<file path="src/rtl/ddrms_regs.vh">
// Register offsets, field positions, reset values and timing counts
`ifndef DDRMS_REGS_VH
`define DDRMS_REGS_VH
`define DDRMS_MODE_STATUS_OFS  8'h58
`define DDRMS_CLKOFF_HI        31
`define DDRMS_CLKOFF_LO        26
`define DDRMS_INIT_BIT         25
`define DDRMS_MRW_BIT          23
`define DDRMS_RESUME_HI        22
`define DDRMS_RESUME_LO        21
`define DDRMS_BURST_BIT        20
`define DDRMS_REFOFF_BIT       19
`define DDRMS_INTERVAL_HI      17
`define DDRMS_INTERVAL_LO      16
`define DDRMS_NIBBLE_HI        7
`define DDRMS_NIBBLE_LO        0
`define DDRMS_CLKOFF_RST       6'h00
`define DDRMS_RESUME_RST       2'h0
`define DDRMS_CLK_MHZ          100
`define DDRMS_REF_NS_00        20480
`define DDRMS_REF_NS_01        15360
`define DDRMS_REF_NS_10        10240
`define DDRMS_REF_NS_11        7680
// Periods in clock cycles at 100 MHz, sized to the 16-bit refresh timer
`define DDRMS_REF_CYC_00       16'h0800
`define DDRMS_REF_CYC_01       16'h0600
`define DDRMS_REF_CYC_10       16'h0400
`define DDRMS_REF_CYC_11       16'h0300
`define DDRMS_INIT_CYC         16'h00C8
`define DDRMS_BURST_MAX        3'h4
`define DDRMS_SAME_RUN_MIN     4'h8
`endif

</file>
<file path="src/rtl/ddrms_top.v">
// DDR mode and status control register with refresh and resume sequencing
// Functional notes
// Clock-off bits tristate matching clock pair
// Reset clears all clock-off bits
// Software only silences pairs at empty slots
// Init-start bit is set-only, launches init
// Software programs timing before starting init
// Software writes all fields before memory access
// Mode-write bit cleared after write issued
// Software sets CAS latency before mode write
// Resume field resets 00; clock-enables low
// Value 01 raises clock-enable, full init
// Value 1X exits self-refresh, no init
// Burst mode queues up to four refreshes
// Queue refreshes only during same-device runs
// Refresh-inhibit bit stops all refresh requests
// Interval field selects refresh request period
// Per-rank bit marks nibble-wide devices
// Nibble ranks use mask pins as strobes
// Mask pads use strobe drive when any nibble
// CAS latency code 00=3,01=2,10=2.5 cycles
// Writing zero to set-only bits does nothing
// Mode write waits for init and idle banks
`timescale 1ns/1ps
`include "ddrms_regs.vh"
module ddrms_top
(
  input  wire        CLK_I,          // Memory system clock
  input  wire        SRST_I,         // Synchronous reset, active high
  input  wire [7:0]  CFG_ADDR_I,     // Configuration register byte offset
  input  wire        CFG_WR_I,       // Configuration write strobe
  input  wire        CFG_RD_I,       // Configuration read strobe
  input  wire [3:0]  CFG_BE_I,       // Byte enables for the write
  input  wire [31:0] CFG_WDATA_I,    // Write data
  input  wire [1:0]  CAS_LATENCY_SETTING_I, // Latency code from timing reg
  input  wire        BANKS_IDLE_I,   // All banks precharged and idle
  input  wire        SAME_DEVICE_I,  // Current operation hits same device
  input  wire        REFRESH_DONE_I, // Controller issued one refresh
  input  wire        MRW_DONE_I,     // Controller issued the mode write
  input  wire [7:0]  RANK_ACTIVE_I,  // One-hot rank of current access
  output reg  [31:0] CFG_RDATA_O,    // Read data
  output reg         CFG_RVALID_O,   // Read data valid pulse
  output reg  [5:0]  CLOCK_PAIR_OE_O, // Memory clock pair output enables
  output reg         CKE_O,          // Clock-enable pins level
  output reg         INIT_SEQ_O,     // Full power-on init in progress
  output reg         SELF_REF_EXIT_O, // Self-refresh exit pulse
  output reg         MRW_REQ_O,      // Mode register write request
  output reg  [1:0]  MRW_CAS_O,      // Latency code carried by mode write
  output reg         REFRESH_REQ_O,  // Refresh request level
  output reg  [2:0]  REFRESH_PEND_O, // Refreshes to issue now
  output reg         MASK_AS_STROBE_O, // Mask pins act as strobes now
  output reg         MASK_PAD_STROBE_DRV_O // Mask pads use strobe drive
);

  // State codes of the power-up sequencer
  localparam [1:0] ST_HOLD = 2'h0;   // Clock-enables held low
  localparam [1:0] ST_INIT = 2'h1;   // Running full initialization
  localparam [1:0] ST_RUN  = 2'h2;   // Memory usable

  // Register fields
  reg [5:0]  clock_pair_off_q;        // One bit per clock pair
  reg        init_start_q;            // Set-only initialization start
  reg        mode_write_q;            // Pending mode register write
  reg [1:0]  resume_sequence_control_q; // Resume control field
  reg        burst_q;                 // Burst refresh enable
  reg        refresh_off_q;           // Refresh inhibit, debug only
  reg [1:0]  interval_q;              // Refresh interval select
  reg [7:0]  nibble_devices_q;        // Per rank nibble-wide marks

  // Sequencer and refresh state
  reg [1:0]  state_q;                 // Power-up state
  reg [15:0] init_cnt_q;              // Initialization timer
  reg        init_done_q;             // Initialization finished
  reg [15:0] ref_cnt_q;               // Refresh period timer
  reg [2:0]  pend_q;                  // Refreshes accumulated
  reg [3:0]  run_q;                   // Length of same-device run
  reg [15:0] period;                  // Selected refresh period

  wire       hit = CFG_ADDR_I == `DDRMS_MODE_STATUS_OFS; // Address decode
  wire       wr  = CFG_WR_I & hit;
  wire [31:0] wd = CFG_WDATA_I;
  wire       tick = ref_cnt_q == 16'h0000; // One refresh period elapsed
  // Long same-device run lets burst mode hold refreshes back
  wire       hold = burst_q & (run_q >= `DDRMS_SAME_RUN_MIN);
  wire [31:0] rd_word = {clock_pair_off_q, init_start_q, 1'b0,
                         mode_write_q, resume_sequence_control_q,
                         burst_q, refresh_off_q, 1'b0, interval_q,
                         8'h00, nibble_devices_q};

  // Period lookup; fixed at the 100 MHz column
  always @*
  begin
    case (interval_q)
      2'h0:    period = `DDRMS_REF_CYC_00;
      2'h1:    period = `DDRMS_REF_CYC_01;
      2'h2:    period = `DDRMS_REF_CYC_10;
      default: period = `DDRMS_REF_CYC_11;
    endcase
  end

  // Register writes; each byte lane gated by its enable
  always @(posedge CLK_I)
  begin
    if (SRST_I)
    begin
      clock_pair_off_q          <= `DDRMS_CLKOFF_RST;
      init_start_q              <= 1'b0;
      mode_write_q              <= 1'b0;
      resume_sequence_control_q <= `DDRMS_RESUME_RST;
      // Fields undefined at reset get zero for determinism
      burst_q                   <= 1'b0;
      refresh_off_q             <= 1'b0;
      interval_q                <= 2'h0;
      nibble_devices_q          <= 8'h00;
    end
    else
    begin
      if (wr && CFG_BE_I[3])
      begin
        clock_pair_off_q <= wd[`DDRMS_CLKOFF_HI:`DDRMS_CLKOFF_LO];
        // Only a one sets; nothing but reset clears
        if (wd[`DDRMS_INIT_BIT])
          init_start_q <= 1'b1;
      end
      if (wr && CFG_BE_I[2])
      begin
        resume_sequence_control_q <=
          wd[`DDRMS_RESUME_HI:`DDRMS_RESUME_LO];
        burst_q       <= wd[`DDRMS_BURST_BIT];
        refresh_off_q <= wd[`DDRMS_REFOFF_BIT];
        interval_q    <= wd[`DDRMS_INTERVAL_HI:`DDRMS_INTERVAL_LO];
      end
      if (wr && CFG_BE_I[0])
        nibble_devices_q <= wd[`DDRMS_NIBBLE_HI:`DDRMS_NIBBLE_LO];
      // Set wins over the completion clear in the same cycle
      if (wr && CFG_BE_I[2] && wd[`DDRMS_MRW_BIT])
        mode_write_q <= 1'b1;
      else if (MRW_DONE_I && MRW_REQ_O)
        mode_write_q <= 1'b0;
    end
  end

  // Read return one cycle after the strobe
  always @(posedge CLK_I)
  begin
    if (SRST_I)
    begin
      CFG_RDATA_O  <= 32'h0000_0000;
      CFG_RVALID_O <= 1'b0;
    end
    else
    begin
      CFG_RVALID_O <= CFG_RD_I;
      // Unmapped offsets read as zero
      CFG_RDATA_O  <= (CFG_RD_I && hit) ? rd_word : 32'h0000_0000;
    end
  end

  // Power-up sequencer driving the clock-enable pins
  always @(posedge CLK_I)
  begin
    if (SRST_I)
    begin
      state_q         <= ST_HOLD;
      init_cnt_q      <= 16'h0000;
      init_done_q     <= 1'b0;
      CKE_O           <= 1'b0;
      INIT_SEQ_O      <= 1'b0;
      SELF_REF_EXIT_O <= 1'b0;
    end
    else
    begin
      SELF_REF_EXIT_O <= 1'b0;
      case (state_q)
        ST_HOLD:
        begin
          CKE_O <= 1'b0;
          if (resume_sequence_control_q[1])
          begin
            // Contents preserved, so no re-initialization
            CKE_O           <= 1'b1;
            SELF_REF_EXIT_O <= 1'b1;
            init_done_q     <= 1'b1;
            state_q         <= ST_RUN;
          end
          else if (resume_sequence_control_q == 2'h1 && init_start_q)
          begin
            CKE_O      <= 1'b1;
            INIT_SEQ_O <= 1'b1;
            init_cnt_q <= `DDRMS_INIT_CYC;
            state_q    <= ST_INIT;
          end
        end
        ST_INIT:
        begin
          if (init_cnt_q == 16'h0000)
          begin
            INIT_SEQ_O  <= 1'b0;
            init_done_q <= 1'b1;
            state_q     <= ST_RUN;
          end
          else
            init_cnt_q <= init_cnt_q - 16'h0001;
        end
        ST_RUN:
        begin
          // Field returned to 00 drops the clock-enables again
          if (resume_sequence_control_q == 2'h0)
          begin
            CKE_O       <= 1'b0;
            init_done_q <= 1'b0;
            state_q     <= ST_HOLD;
          end
        end
        default:
          state_q <= ST_HOLD;
      endcase
    end
  end

  // Mode write request, deferred until memory ready
  always @(posedge CLK_I)
  begin
    if (SRST_I)
    begin
      MRW_REQ_O <= 1'b0;
      MRW_CAS_O <= 2'h0;
    end
    else
    begin
      MRW_REQ_O <= mode_write_q & init_done_q & BANKS_IDLE_I
                   & ~(MRW_DONE_I & MRW_REQ_O);
      MRW_CAS_O <= CAS_LATENCY_SETTING_I;
    end
  end

  // Refresh timer and accumulation queue
  always @(posedge CLK_I)
  begin
    if (SRST_I)
    begin
      ref_cnt_q      <= 16'h0000;
      pend_q         <= 3'h0;
      run_q          <= 4'h0;
      REFRESH_REQ_O  <= 1'b0;
      REFRESH_PEND_O <= 3'h0;
    end
    else
    begin
      ref_cnt_q <= tick ? period - 16'h0001 : ref_cnt_q - 16'h0001;
      // Saturating run length of same-device operations
      if (!SAME_DEVICE_I)
        run_q <= 4'h0;
      else if (run_q != 4'hF)
        run_q <= run_q + 4'h1;
      if (refresh_off_q || !init_done_q)
        pend_q <= 3'h0;
      else if (tick && pend_q < `DDRMS_BURST_MAX)
        pend_q <= pend_q + 3'h1 - {2'h0, REFRESH_DONE_I && pend_q != 3'h0};
      else if (REFRESH_DONE_I && pend_q != 3'h0)
        pend_q <= pend_q - 3'h1;
      // Queue held only during long runs, never beyond four
      REFRESH_REQ_O  <= ~refresh_off_q & (pend_q != 3'h0) &
                        (~hold | pend_q >= `DDRMS_BURST_MAX);
      REFRESH_PEND_O <= pend_q;
    end
  end

  // Clock pair enables and mask pin roles
  always @(posedge CLK_I)
  begin
    if (SRST_I)
    begin
      CLOCK_PAIR_OE_O       <= 6'h3F;
      MASK_AS_STROBE_O      <= 1'b0;
      MASK_PAD_STROBE_DRV_O <= 1'b0;
    end
    else
    begin
      CLOCK_PAIR_OE_O       <= ~clock_pair_off_q;
      MASK_AS_STROBE_O      <= |(RANK_ACTIVE_I & nibble_devices_q);
      MASK_PAD_STROBE_DRV_O <= |nibble_devices_q;
    end
  end

endmodule

</file>
<file path="config.mk">
export PLATFORM = sky130hd
export DESIGN_NAME = ddrms_top
export DESIGN_NICKNAME = d
export VERILOG_FILES = /design/src/rtl/ddrms_top.v
export VERILOG_INCLUDE_DIRS = /design/src /design/src/rtl
export SDC_FILE = /design/constraint.sdc
export NUM_CORES = 1
export LEC_CHECK = 0
export BUFFER_PORTS_ARGS = -buffer_cell sky130_fd_sc_hd__buf_2
export CAP_MARGIN = 20
export CELL_PAD_IN_SITES_DETAIL_PLACEMENT = 0
export CELL_PAD_IN_SITES_GLOBAL_PLACEMENT = 1
export CORE_MARGIN = 2
export CORE_UTILIZATION = 36
export CTS_BUF_LIST = sky130_fd_sc_hd__clkbuf_8
export DETAILED_ROUTE_END_ITERATION = 7
export PLACE_DENSITY = 0.75
export SYNTH_ARGS = -nofsm -noshare
export SYNTH_HDL_FRONTEND = slang
export SYNTH_SLANG_ARGS = --single-unit
</file>
<file path="constraint.sdc">
create_clock -name CLK_I -period 2.1 [get_ports CLK_I]
set_clock_uncertainty 0.05 [all_clocks]
set_input_delay 0.21 -clock CLK_I [delete_from_list [all_inputs] [get_ports CLK_I]]
set_output_delay 0.21 -clock CLK_I [all_outputs]
set_load 0.02 [all_outputs]
</file>
==> results.py <==
metrics = {
    "sta": {
        "rsz0062_at_grt": "true",
        "report.final.hold_viol_count": 0,
        "finalCriticalPeriod_ns": 2.02,
        "post_route_fraction_of_the_period_consumed_by_the_critical_path": 0.963,
        "clock.fmax_ghz": 0.494,
        "worstMarginPinSlew_ns": 0.507,
        "tns_ns": 0,
        "finalSetupViolCount": 0,
        "timing.slew.headroom": 0.653,
        "drv_slew": 0,
    },
    "yosys": {
        "yosys.area.top_type": "sky130_fd_sc_hd__dfxtp_1",
        "synth-edff-count": 0,
        "postSynthAreaPerCell_sq_um": 8.83,
        "post_synth_inst_count": 484,
        "synth_flop_cell": "sky130_fd_sc_hd__dfxtp_1",
        "synth_async_sr_flop_share": 0,
        "post_synth_instance_area_sq_um": 4270,
        "synth_top_cells_by_area": "sky130_fd_sc_hd__dfxtp_1 (49%), sky130_fd_sc_hd__nor2_1 (4.8%), sky130_fd_sc_hd__xnor2_1 (4.5%)",
        "yosys.area.top_type_share": 0.492,
        "synth_seq_cells": 105,
        "ys.warnings.count": 0,
        "yosysSeqAreaShare": 0.492,
        "yosys-top-cells-count": "sky130_fd_sc_hd__dfxtp_1 (105), sky130_fd_sc_hd__nor2_1 (55), sky130_fd_sc_hd__nand2_1 (45)",
        "most_frequently_used_cell_type_in_the_post_synthesis_netlist": "sky130_fd_sc_hd__dfxtp_1",
        "synth_cell_type_count": 49,
    },
    "floorplanning": {
        "die-height_microns": 113,
        "fp.dieW_microns": 113,
        "core_area_sq_um": 11500,
        "fp-row-count": 39,
        "initial_core_util": 0.371,
        "floorplan.die_area_sq_um": 12800,
        "design.portCount": 113,
    },
    "global_routing": {
        "grt_antenna_before_repair": 0,
        "global_route_wire_length_before_repair_mm": 16.2,
        "grt_use_total": 0.158,
        "grt_overflow": 0,
        "grt_start_max_net_pins": 55,
        "number_of_global_route_vias_before_repair": 3546,
    },
    "route": {
        "detail_route.iter0.violations": 160,
        "postRouteWirelength_mm": 9.81,
        "drc": 13,
        "vias_per_cell": 4.90,
        "drt-pass1-iter-count": 6,
        "ant_nets": 0,
        "wire_per_inst_microns": 13.1,
        "route.vias.total": 3663,
    },
    "cts": {
        "cts_made_buffers": 9,
        "tritoncts": "built",
        "clock_path_buffers": 2,
        "ctsRootBufferMaster": "sky130_fd_sc_hd__clkbuf_8",
        "clkSlewWorstSetupHoldPaths_ns": 0.10,
        "htreeDepth": 3,
        "clk-insertion-delay-late_ns": 0.38,
        "clock_sink_count": 105,
    },
    "critical_path": {
        "timing.critical_path.to_type": "flip-flop",
        "top_delay_family_on_crit_path": "simple AND/OR/NAND/NOR gates",
        "worstPathRequired_ns": 2.33,
        "path_common_cell": "sky130_fd_sc_hd__or4_4",
        "timing.reg2reg.worst_path_depth": 5,
        "critical_path.cell_chain": "or4_4 > or4_4 > mux2i_1 > xnor2_1 > nor2_1",
        "critical_path.slowest_cell": "sky130_fd_sc_hd__or4_4",
        "crit_path_max_fanout": 5,
        "crit_arrival_ns": 2.25,
        "critical_path.reg2reg.startpoint": "ref_cnt_q[5]",
        "setup.reg_to_reg.worst_slack_ns": 0.08,
        "worstPathBufferInverterCount": 0,
        "r2r-end": "ref_cnt_q[9]",
        "timing.critical_path.from_type": "flip-flop",
        "timing.setup.critical_path_class": "reg -> reg",
        "timing.critical_path.slowest_cell_delay_ns": 0.60,
        "worst_setup_path_startpoint": "ref_cnt_q[5]",
    },
    "power_and_ir_drop": {
        "leakagePower_nw": 2.24,
        "power.ir.vdd_worst_mv": 0.389,
        "power_density_nw_per_um2": 859,
        "report.power.total_w": 0.00456,
    },
    "worst_hold_path": {
        "worstHoldPathCells": 3,
        "worst_hold_startpoint": "CFG_WDATA_I[26]",
        "timing.hold.worst_endpoint": "clock_pair_off_q[0]",
        "min-delay-path-class": "in -> reg",
    },
    "placement": {
        "finalWeightedCongestion": 0.796,
        "numPortBuffers": 91,
        "hpwl_mm": 7.16,
    },
    "layout": {
        "final_nets": 673,
        "post_route_cells_drive_above_1_share": 0.255,
        "post_synthesis_to_final_layout_area_growth_pct": 24.1,
        "antenna_cells_inserted": 0,
    },
    "status": {
        "violations": "DRC",
        "result_of_the_run": "finished, violations left",
    },
    "run": {
        "number_of_max_cap_violations": 0,
    },
}
==> flip-flops by register name, summed over array words and instances, names as in the netlist, 2 cells and up <==
| signal | count |
|---|---|
| state_q | 2 |
| resume_sequence_control_q | 2 |
| CFG_RDATA_O | 22 |
| run_q | 4 |
| CLOCK_PAIR_OE_O | 6 |
| MRW_CAS_O | 2 |
| nibble_devices_q | 8 |
| REFRESH_PEND_O | 3 |
| clock_pair_off_q | 6 |
| interval_q | 2 |
| pend_q | 3 |
| init_cnt_q | 16 |
| ref_cnt_q | 16 |
==> worst register-to-register path, delay by kind of cell, from the launching register on <==
kind	cells	cell delay, ns
simple gates	3	1.18
flops	1	0.33
mux	1	0.20
xor+xnor	1	0.14
==> layout by cell type (no fill, tap or decap), types with 3 or more instances in the layout <==
cell type and n:
sky130_fd_sc_hd__nor3_1 14, sky130_fd_sc_hd__a21oi_1 37, sky130_fd_sc_hd__buf_2 91, sky130_fd_sc_hd__mux2i_1 4
sky130_fd_sc_hd__a31oi_1 3, sky130_fd_sc_hd__nor4_1 9, sky130_fd_sc_hd__buf_4 28, sky130_fd_sc_hd__and3_1 4
sky130_fd_sc_hd__xor2_1 3, sky130_fd_sc_hd__or4_1 4, sky130_fd_sc_hd__or3_1 8, sky130_fd_sc_hd__xnor2_1 22
sky130_fd_sc_hd__dfxtp_2 3, sky130_fd_sc_hd__conb_1 10, sky130_fd_sc_hd__nor2_1 53, sky130_fd_sc_hd__ha_1 10
sky130_fd_sc_hd__a22oi_1 4, sky130_fd_sc_hd__o21ai_1 3, sky130_fd_sc_hd__nor2b_1 8, sky130_fd_sc_hd__and2_1 22
sky130_fd_sc_hd__clkbuf_8 10, sky130_fd_sc_hd__a211oi_1 11, sky130_fd_sc_hd__inv_1 14, sky130_fd_sc_hd__nand3_1 28
sky130_fd_sc_hd__dfxtp_1 102, sky130_fd_sc_hd__nand2_1 45, sky130_fd_sc_hd__o21ai_0 7
==> layout make-up <==
class	instances	area, sq um
Clock inverter	5	38.8
Fill cell	1127	6210
Inverter	16	60.1
Clock buffer	10	138
Sequential cell	105	2110
Timing Repair Buffer	124	728
Tap cell	143	179
Multi-Input combinational cell	344	2050
==> layer usage <==
| metal | vias up | part of all wire | track usage |
|---|---|---|---|
| met5 | - | 0 | 0 |
| met4 | 0 | 0.014 | 0.0488 |
| met3 | 10 | 0.063 | 0.0482 |
| met2 | 94 | 0.49 | 0.278 |
| met1 | 1682 | 0.43 | 0.187 |
| li1 | 1877 | - | - |
==> cells by family (layout without fill, tap and decap cells) <==
family,after synthesis,after routing,share of synthesized area
buffers and inverters,44,155,0.0483
and+or+nand+nor,216,216,0.255
other,1,10,0.000878
xor gates and xnor gates,25,25,0.0512
muxes,4,4,0.00937
AOI/OAI and AO/OA,78,78,0.111
adders and majority gates,11,11,0.0322
DFF,105,105,0.492
==> where the power goes <==
part	internal, W	leakage, nW	total, W	switching, W
sequential	0.00210	0.850	0.00217	0.0000697
clock	0.000466	0.0891	0.00117	0.000702
combinational	0.000596	1.30	0.00122	0.000621
total	0.00316	2.24	0.00456	0.00139
==> metrics by stage <==
step	setup slack (ns)	cells	cell area, sq um	hold slack [ns]	util
3_3_place_gp	-0.0629	729	5040	0.327	0.438
5_1_grt	-0.0203	747	5300	0.00908	0.460
3_5_place_dp	-0.110	729	5040	0.329	0.438
4_1_cts	0.00354	746	5250	0.00601	0.456
2_1_floorplan	0.00573	493	4310	0.239	-
6_report	0.0772	747	5300	0.0199	0.460
==> worst max path at each step <==
stage / slack, ns / depth (start not counted) / endpoint
after floorplan: 0.006 / 6 / ref_cnt_q[11]
after global placement: -0.06 / 8 / pend_q[0]
after detailed placement: -0.11 / 7 / ref_cnt_q[9]
after CTS: 0.004 / 8 / pend_q[0]
after global routing: -0.02 / 6 / pend_q[0]
final: 0.08 / 5 / ref_cnt_q[9]
==> timing repair <==
action                                 4_1_cts  5_1_grt
hold buffers                                 2        0
gates resized for setup                      5       16
pin swaps                                    0        7
buffers inserted                             0        1
setup endpoints to repair                    5       10
endpoints found under the hold margin        2        0
Note: power is estimated with default switching activity, not from simulation.
